--- src/rtl/txam_pkg.sv ---
// txam_pkg: register map, field layout and reset values of the tx count and am depth register slice.
// assumes an 8-bit register space reached over a 32-bit apb slave.
package txam_pkg;
    // register indices as printed; byte address is four times the index
    localparam logic [7:0] TXAM_IDX_CNT_HI = 8'h1D;
    localparam logic [7:0] TXAM_IDX_CNT_LO = 8'h1E;
    localparam logic [7:0] TXAM_IDX_RATE = 8'h1F;
    localparam logic [7:0] TXAM_IDX_ADC = 8'h20;
    localparam logic [7:0] TXAM_IDX_RSV_A = 8'h21;
    localparam logic [7:0] TXAM_IDX_RSV_B = 8'h22;
    localparam logic [7:0] TXAM_IDX_RSV_C = 8'h23;
    localparam logic [7:0] TXAM_IDX_DEPTH = 8'h24;
    localparam logic [7:0] TXAM_IDX_SEG = 8'h26;
    localparam int TXAM_ADDR_W = 12;
    localparam int TXAM_CNT_W = 13;
    localparam int TXAM_NBIT_W = 3;
    localparam int TXAM_NBIT_LSB = 0;
    localparam int TXAM_CNTLO_LSB = 3;
    localparam int TXAM_CNTLO_W = 5;
    localparam int TXAM_RATE_LSB = 4;
    localparam int TXAM_RATE_W = 4;
    localparam int TXAM_MOD_LSB = 1;
    localparam int TXAM_MOD_W = 6;
    localparam int TXAM_AMS_BIT = 7;
    localparam logic [7:0] TXAM_RST8 = 8'h00;
    localparam logic [31:0] TXAM_RST32 = 32'h00000000;
    localparam logic [TXAM_NBIT_W-1:0] TXAM_NBIT_NONE = 3'h0;

    typedef enum logic [1:0] {
        TXAM_SRC_TARGET,
        TXAM_SRC_SEGMENT
    } txam_src_e;

    // byte address of a register index
    function automatic logic [TXAM_ADDR_W-1:0] txam_addr(input logic [7:0] idx);
        txam_addr = {2'h0, idx, 2'h0};
    endfunction : txam_addr
endpackage : txam_pkg

--- src/rtl/txam_reg_if.sv ---
// txam_reg_if: carries a decoded register write/read strobe between the apb front and the register top.
// assumes one clock domain.
`timescale 1ns/1ps
interface txam_reg_if;
    logic wr;
    logic rd;
    logic [7:0] idx;
    logic [7:0] wdata;
    modport bus (output wr, output rd, output idx, output wdata);
    modport regs (input wr, input rd, input idx, input wdata);
endinterface : txam_reg_if

--- src/rtl/txam_apb.sv ---
// txam_apb: apb slave front; turns a setup/access pair into one write or read strobe.
// assumes psel/penable from a well behaved master; answers with pready in the access cycle.
`timescale 1ns/1ps
module txam_apb
    import txam_pkg::*;
(
    // clock and reset
    input wire logic pclk,
    input wire logic presetn,
    input wire logic clk_en,
    // apb
    input wire logic psel,
    input wire logic penable,
    input wire logic pwrite,
    input wire logic [TXAM_ADDR_W-1:0] paddr,
    input wire logic [31:0] pwdata,
    // decoded strobes
    txam_reg_if.bus rif
);
    logic busy_r;
    logic go;

    // a request is taken once, at the first enabled edge that sees psel; normally the
    // setup edge, but a setup missed while frozen is taken in the access cycle instead
    // of leaving the bus hung with pready low
    assign go = psel && !busy_r && clk_en;

    // busy while the answer stands, so the access edge does not take the request again
    always_ff @(posedge pclk or negedge presetn) begin
        if (!presetn) begin
            busy_r <= 1'b0;
        end else begin
            busy_r <= go;
        end
    end

    assign rif.wr = go && pwrite;
    assign rif.rd = go && !pwrite;
    assign rif.idx = paddr[9:2];
    assign rif.wdata = pwdata[7:0];
endmodule : txam_apb

--- src/rtl/txam_regs.sv ---
// txam_regs: tx byte count, split-byte bits, bit-rate and converter displays, am depth source select.
// assumes status inputs (rate, converter, calibration, wupa) are synchronous to pclk.
//
// The implementer's own choice: the APB register port.
`timescale 1ns/1ps
module txam_regs
    import txam_pkg::*;
(
    // clock, reset, enable
    input wire logic pclk,
    input wire logic presetn,
    input wire logic clk_en,
    input wire logic set_default,
    // apb
    input wire logic psel,
    input wire logic penable,
    input wire logic pwrite,
    input wire logic [TXAM_ADDR_W-1:0] paddr,
    input wire logic [31:0] pwdata,
    output logic [31:0] prdata,
    output logic pready,
    output logic pslverr,
    // transmitter context
    input wire logic mode_type_a,
    input wire logic anticoll_en,
    input wire logic card_idle,
    input wire logic wupa_cmd,
    output logic [TXAM_CNT_W-1:0] tx_full_bytes,
    output logic [TXAM_NBIT_W-1:0] tx_split_bits,
    output logic tx_bit_frame,
    output logic tx_no_parity,
    output logic parity_irq,
    // displays
    input wire logic rate_valid,
    input wire logic [TXAM_RATE_W-1:0] rate_result,
    input wire logic adc_valid,
    input wire logic [7:0] adc_result,
    // modulation depth
    input wire logic cal_valid,
    input wire logic [TXAM_MOD_W-1:0] cal_target,
    input wire logic [7:0] seg_disable,
    output logic depth_source_select,
    output logic [7:0] am_level,
    output logic am_level_from_target
);
    txam_reg_if rif ();

    txam_apb u_apb (
        .pclk(pclk),
        .presetn(presetn),
        .clk_en(clk_en),
        .psel(psel),
        .penable(penable),
        .pwrite(pwrite),
        .paddr(paddr),
        .pwdata(pwdata),
        .rif(rif)
    );

    logic [7:0] cnt_hi_r;
    logic [7:0] cnt_lo_r;
    logic [TXAM_RATE_W-1:0] rate_r;
    logic [7:0] adc_r;
    logic [7:0] depth_r;
    logic [7:0] rdata_nxt;
    logic hit;
    logic split;

    function automatic logic sel(input logic [7:0] idx, input logic [7:0] want);
        sel = (idx == want);
    endfunction : sel

    // address must be word aligned and within the printed window
    assign hit = (paddr[1:0] == 2'h0) && (paddr[TXAM_ADDR_W-1:10] == '0);

    always_ff @(posedge pclk or negedge presetn) begin
        if (!presetn) begin
            cnt_hi_r <= TXAM_RST8;
            cnt_lo_r <= TXAM_RST8;
        end else if (clk_en) begin
            if (set_default) begin
                cnt_hi_r <= TXAM_RST8;
                cnt_lo_r <= TXAM_RST8;
            end else if (rif.wr && hit) begin
                if (sel(rif.idx, TXAM_IDX_CNT_HI)) begin
                    cnt_hi_r <= rif.wdata;
                end
                if (sel(rif.idx, TXAM_IDX_CNT_LO)) begin
                    cnt_lo_r <= rif.wdata;
                end
            end
        end
    end

    always_ff @(posedge pclk or negedge presetn) begin
        if (!presetn) begin
            depth_r <= TXAM_RST8;
        end else if (clk_en) begin
            if (set_default) begin
                depth_r <= TXAM_RST8;
            end else if (cal_valid && !depth_r[TXAM_AMS_BIT]) begin
                // calibration updates target; it beats a simultaneous host write
                depth_r[TXAM_MOD_LSB +: TXAM_MOD_W] <= cal_target;
            end else if (rif.wr && hit && sel(rif.idx, TXAM_IDX_DEPTH)) begin
                depth_r <= {rif.wdata[7:1], 1'b0};
            end
        end
    end

    // displays cleared at reset and restore
    always_ff @(posedge pclk or negedge presetn) begin
        if (!presetn) begin
            rate_r <= '0;
            adc_r <= TXAM_RST8;
        end else if (clk_en) begin
            if (set_default) begin
                rate_r <= '0;
                adc_r <= TXAM_RST8;
            end else begin
                if (rate_valid) begin
                    rate_r <= rate_result;
                end
                if (adc_valid) begin
                    adc_r <= adc_result;
                end
            end
        end
    end

    // read mux; reserved and unmapped read zero
    always_comb begin
        rdata_nxt = TXAM_RST8;
        if (hit) begin
            case (rif.idx)
                TXAM_IDX_CNT_HI: rdata_nxt = cnt_hi_r;
                TXAM_IDX_CNT_LO: rdata_nxt = cnt_lo_r;
                TXAM_IDX_RATE: rdata_nxt = {rate_r, 4'h0};
                TXAM_IDX_ADC: rdata_nxt = adc_r;
                TXAM_IDX_DEPTH: rdata_nxt = depth_r;
                default: rdata_nxt = TXAM_RST8;
            endcase
        end
    end

    always_ff @(posedge pclk or negedge presetn) begin
        if (!presetn) begin
            prdata <= TXAM_RST32;
        end else if (rif.rd) begin
            prdata <= {24'h000000, rdata_nxt};
        end
    end

    // answer in the cycle after the request is taken, frozen or not; no request is taken
    // while frozen, so after the first frozen cycle pready stays low and the host just waits
    always_ff @(posedge pclk or negedge presetn) begin
        if (!presetn) begin
            pready <= 1'b0;
        end else begin
            pready <= rif.wr || rif.rd;
        end
    end

    // refused accesses complete quietly, so there is no error response
    always_ff @(posedge pclk or negedge presetn) begin
        if (!presetn) begin
            pslverr <= 1'b0;
        end else if (clk_en) begin
            pslverr <= 1'b0;
        end
    end

    // split bits; zero means all bytes complete
    assign split = cnt_lo_r[TXAM_NBIT_LSB +: TXAM_NBIT_W] != TXAM_NBIT_NONE;

    always_ff @(posedge pclk or negedge presetn) begin
        if (!presetn) begin
            tx_full_bytes <= '0;
            tx_split_bits <= '0;
        end else if (clk_en) begin
            tx_full_bytes <= {cnt_hi_r, cnt_lo_r[TXAM_CNTLO_LSB +: TXAM_CNTLO_W]};
            tx_split_bits <= cnt_lo_r[TXAM_NBIT_LSB +: TXAM_NBIT_W];
        end
    end

    always_ff @(posedge pclk or negedge presetn) begin
        if (!presetn) begin
            tx_bit_frame <= 1'b0;
        end else if (clk_en) begin
            tx_bit_frame <= split && mode_type_a;
        end
    end

    always_ff @(posedge pclk or negedge presetn) begin
        if (!presetn) begin
            tx_no_parity <= 1'b0;
        end else if (clk_en) begin
            tx_no_parity <= split;
        end
    end

    // parity interrupt pulse, one cycle per wupa_cmd cycle with anticoll_en, card_idle and split bits; an outside interrupt register must catch it
    always_ff @(posedge pclk or negedge presetn) begin
        if (!presetn) begin
            parity_irq <= 1'b0;
        end else if (clk_en) begin
            parity_irq <= wupa_cmd && anticoll_en && card_idle && split;
        end
    end

    always_ff @(posedge pclk or negedge presetn) begin
        if (!presetn) begin
            depth_source_select <= 1'b0;
            am_level_from_target <= 1'b0;
        end else if (clk_en) begin
            depth_source_select <= depth_r[TXAM_AMS_BIT];
            am_level_from_target <= !depth_r[TXAM_AMS_BIT];
        end
    end

    always_ff @(posedge pclk or negedge presetn) begin
        if (!presetn) begin
            am_level <= TXAM_RST8;
        end else if (clk_en) begin
            // target field zero-extended; segment bits taken as is
            am_level <= depth_r[TXAM_AMS_BIT] ? seg_disable
                                              : {2'h0, depth_r[TXAM_MOD_LSB +: TXAM_MOD_W]};
        end
    end
endmodule : txam_regs

--- config.mk ---
export PLATFORM = sky130hd
export DESIGN_NAME = txam_regs
export DESIGN_NICKNAME = d
export VERILOG_FILES = /design/src/rtl/txam_pkg.sv /design/src/rtl/txam_reg_if.sv /design/src/rtl/txam_apb.sv /design/src/rtl/txam_regs.sv
export SDC_FILE = /design/constraint.sdc
export NUM_CORES = 1
export LEC_CHECK = 0
export BUFFER_PORTS_ARGS = -buffer_cell sky130_fd_sc_hd__clkbuf_2
export CAP_MARGIN = 15
export CORE_UTILIZATION = 43
export DETAILED_ROUTE_END_ITERATION = 7
export GPL_TIMING_DRIVEN = 0
export PLACE_DENSITY = 0.74
export SYNTH_ARGS = -nofsm -noshare
export SYNTH_HDL_FRONTEND = slang
export SYNTH_SLANG_ARGS = --single-unit
--- constraint.sdc ---
create_clock -name pclk -period 1.3 [get_ports pclk]
set_input_delay 0.065 -clock pclk [delete_from_list [all_inputs] [get_ports pclk]]
set_output_delay 0.065 -clock pclk [all_outputs]
set_load 0.03 [all_outputs]
==> flow_metrics.tcl <==
set metrics [dict create \
    fin_crit_sh_pct 118 \
    synthArstFlopShare_pct 100 \
    num_rows 34 \
    drtIter0Drc 185 \
    setup_slack_ns -0.232 \
    grt_max_degree 48 \
    drive_gt1_share_pct 39.7 \
    hp-class "primary input to flip-flop" \
    synth.distinct_cells 42 \
    vdd_drop_max_v 0.000780 \
    tns_ns -5.03 \
    violations "DRC, setup timing" \
    arrival_ns 1.75 \
    grt_pass1_vias 3339 \
    htree_levels 3 \
    die_w_um 97.9 \
    ys_seq_area_share_pct 46.8 \
    nNetsFinal 599 \
    ant_nets 0 \
    cts_buffers 9 \
    layout_commonest_cell "clkbuf_2" \
    clkTransAtPathRegs_ns 0.07 \
    die_h_um 97.9 \
    dp_hpwl_um 7870 \
    insertion_delay_ns 0.35 \
    clk_path_buf_depth 2 \
    cp_max_fo 8 \
    r2r_end "cnt_lo_r[1]" \
    synth_seq_cells 74 \
    firstDrtPassIters 8 \
    clock_skew_ns 0.0116 \
    cap_violations 0 \
    track_usage_pct 23.1 \
    antenna_found_initial 0 \
    slew_headroom_pct 58.0 \
    cellLeakagePower_uw 0.00254 \
    routed_via_density 5.46 \
    rsz0062_at_grt "yes" \
    yosys_most_used_dff "dfrtp_1" \
    cts.sinks 74 \
    worst-r2r-cell-count 6 \
    cp.required_ns 1.52 \
    cp-start-kind "flip-flop" \
    diodes 0 \
    slew_viol_final 0 \
    yosysWarningCount 0 \
    cp-startpoint "u_apb.busy_r" \
    layout_common_cells "clkbuf_2, dfrtp_1, inv_1" \
    floorplan.initialDensity_pct 44.9 \
    min_period_ns 1.53 \
    core_area_sq_um 8810 \
    wl_per_cell_um 17.4 \
    hold_viol 0 \
    cts_tree "built" \
    ios 147 \
    synth_cells 370 \
    gp_congestion 0.891 \
    grt_pass1_wl_um 17100 \
    power_density_nw_per_um2 1280 \
    routed_wl_um 10900 \
    clock.fmax_ghz 0.653 \
    grt_overflow 0 \
    clock-root-buffer "clkbuf_8" \
    path_class "flip-flop to flip-flop" \
    port_buffers 91 \
    tightest_slew_ns 0.630 \
    r2r-start "u_apb.busy_r" \
    syn_area_per_cell_sq_um 10.7 \
    critPathCapture "cnt_lo_r[1]" \
    synth_edf_count 0 \
    cp-end-kind "flip-flop" \
    worst_hold_slack_ns 0.0115 \
    r2r_slack_ns -0.23 \
    drc 11 \
    status "finished with violations" \
    vias 3426 \
    dieArea_sq_um 9590 \
    synthToLayoutAreaGrowth_pct 33.8 \
    setup_viol 31 \
    netlist_area_sq_um 3960 \
]
==> kinds of logic after synthesis <==
logic type | share of synthesized area (%)
simple gates | 15.4
compound gates | 15.9
buf+inv | 10.5
flops | 46.8
mux | 11.4
other cells | 0.0948
==> worst min path at each step <==
stage	cells after the start	slack, ns	startpoint	end
after floorplan	0	-0.23	presetn	adc_r[0]
after global placement	3	0.30	mode_type_a	tx_bit_frame
after detailed placement	1	0.05	presetn	rate_r[0]
after CTS	3	-0.05	psel	pready
after global routing	3	0.02	seg_disable[5]	am_level[5]
final	3	0.01	adc_result[7]	adc_r[7]
==> repair_timing <==
item	4_1_cts	5_1_grt
pin swaps	15	3
setup buffers	6	1
endpoints found under the hold margin	37	2
hold buffers	11	1
setup endpoints to repair	48	58
gates resized for setup	28	13
==> critical path, stage by stage, from the launching register on <==
cell	delay [ns]
dfrtp_1	0.39
and4b_2	0.37
buf_6	0.12
nand4_1	0.11
buf_6	0.21
nand3b_1	0.10
o221ai_2	0.10
==> stage by stage <==
step | util, % | power, uW | setup slack (ns) | cell area, sq um | cells
floorplan | - | 4060 | -0.0736 | 4080 | 394
global placement | 53.1 | 4580 | -0.488 | 4670 | 593
detailed placement | 53.4 | 4640 | -0.552 | 4700 | 594
CTS | 59.4 | 6730 | -0.178 | 5230 | 626
global route | 60.1 | 7060 | -0.275 | 5300 | 627
finish | 60.1 | 6770 | -0.232 | 5300 | 627
==> layout make-up <==
class | count | area, sq um
Clock buffer | 13 | 159
Inverter | 33 | 124
Tap cell | 108 | 135
Multi-Input combinational cell | 237 | 1980
Sequential cell | 74 | 1850
Clock inverter | 2 | 60.1
Timing Repair Buffer | 111 | 673
Buffer | 49 | 308
Fill cell | 709 | 3510
==> flip-flops by register name (all words and copies together), names as in the netlist <==
| register | cells |
|---|---|
| depth_source_select | 1 |
| tx_bit_frame | 1 |
| cnt_lo_r | 8 |
| pready | 1 |
| adc_r | 8 |
| tx_full_bytes | 13 |
| rate_r | 4 |
| parity_irq | 1 |
| tx_split_bits | 3 |
| depth_r | 7 |
| u_apb.busy_r | 1 |
| am_level_from_target | 1 |
| cnt_hi_r | 8 |
| tx_no_parity | 1 |
| am_level | 8 |
| prdata | 8 |
==> synth_stat cells (3+ instances only) <==
library cell | instances | share of area (%)
nand3b_1 | 16 | 3.0
nand2b_1 | 17 | 2.7
buf_2 | 5 | 0.63
mux2_2 | 23 | 6.5
mux2i_1 | 19 | 4.8
a2bb2oi_1 | 8 | 1.8
a21oi_1 | 7 | 0.89
a22oi_1 | 8 | 1.5
o221ai_1 | 16 | 3.5
a21o_1 | 5 | 0.95
o311ai_1 | 6 | 1.3
nand3_1 | 7 | 0.89
dfrtp_1 | 74 | 47
o21a_1 | 4 | 0.76
inv_1 | 33 | 3.1
nand4b_1 | 7 | 1.5
nor2_1 | 11 | 1.0
o32ai_1 | 4 | 0.89
nand4_1 | 3 | 0.47
buf_4 | 26 | 4.9
nand2_1 | 7 | 0.66
o21ai_1 | 4 | 0.51
clkbuf_1 | 18 | 1.7
o22a_1 | 3 | 0.66
o22ai_1 | 15 | 2.4
==> report_power, final <==
group / leakage [uW] / switching (uW) / internal [uW]
clock: 0.000110 / 828 / 1180
combinational: 0.00146 / 1100 / 742
sequential: 0.000969 / 290 / 2630
total: 0.00254 / 2220 / 4550
==> metal layers <==
metal / track usage, % / wire [um]
met3: 5.44 / 625
met4: 7.81 / 189
met2: 39.8 / 5590
met1: 28.5 / 4500
met5: 0 / 0
No activity file was read; power rests on OpenSTA's default activity.
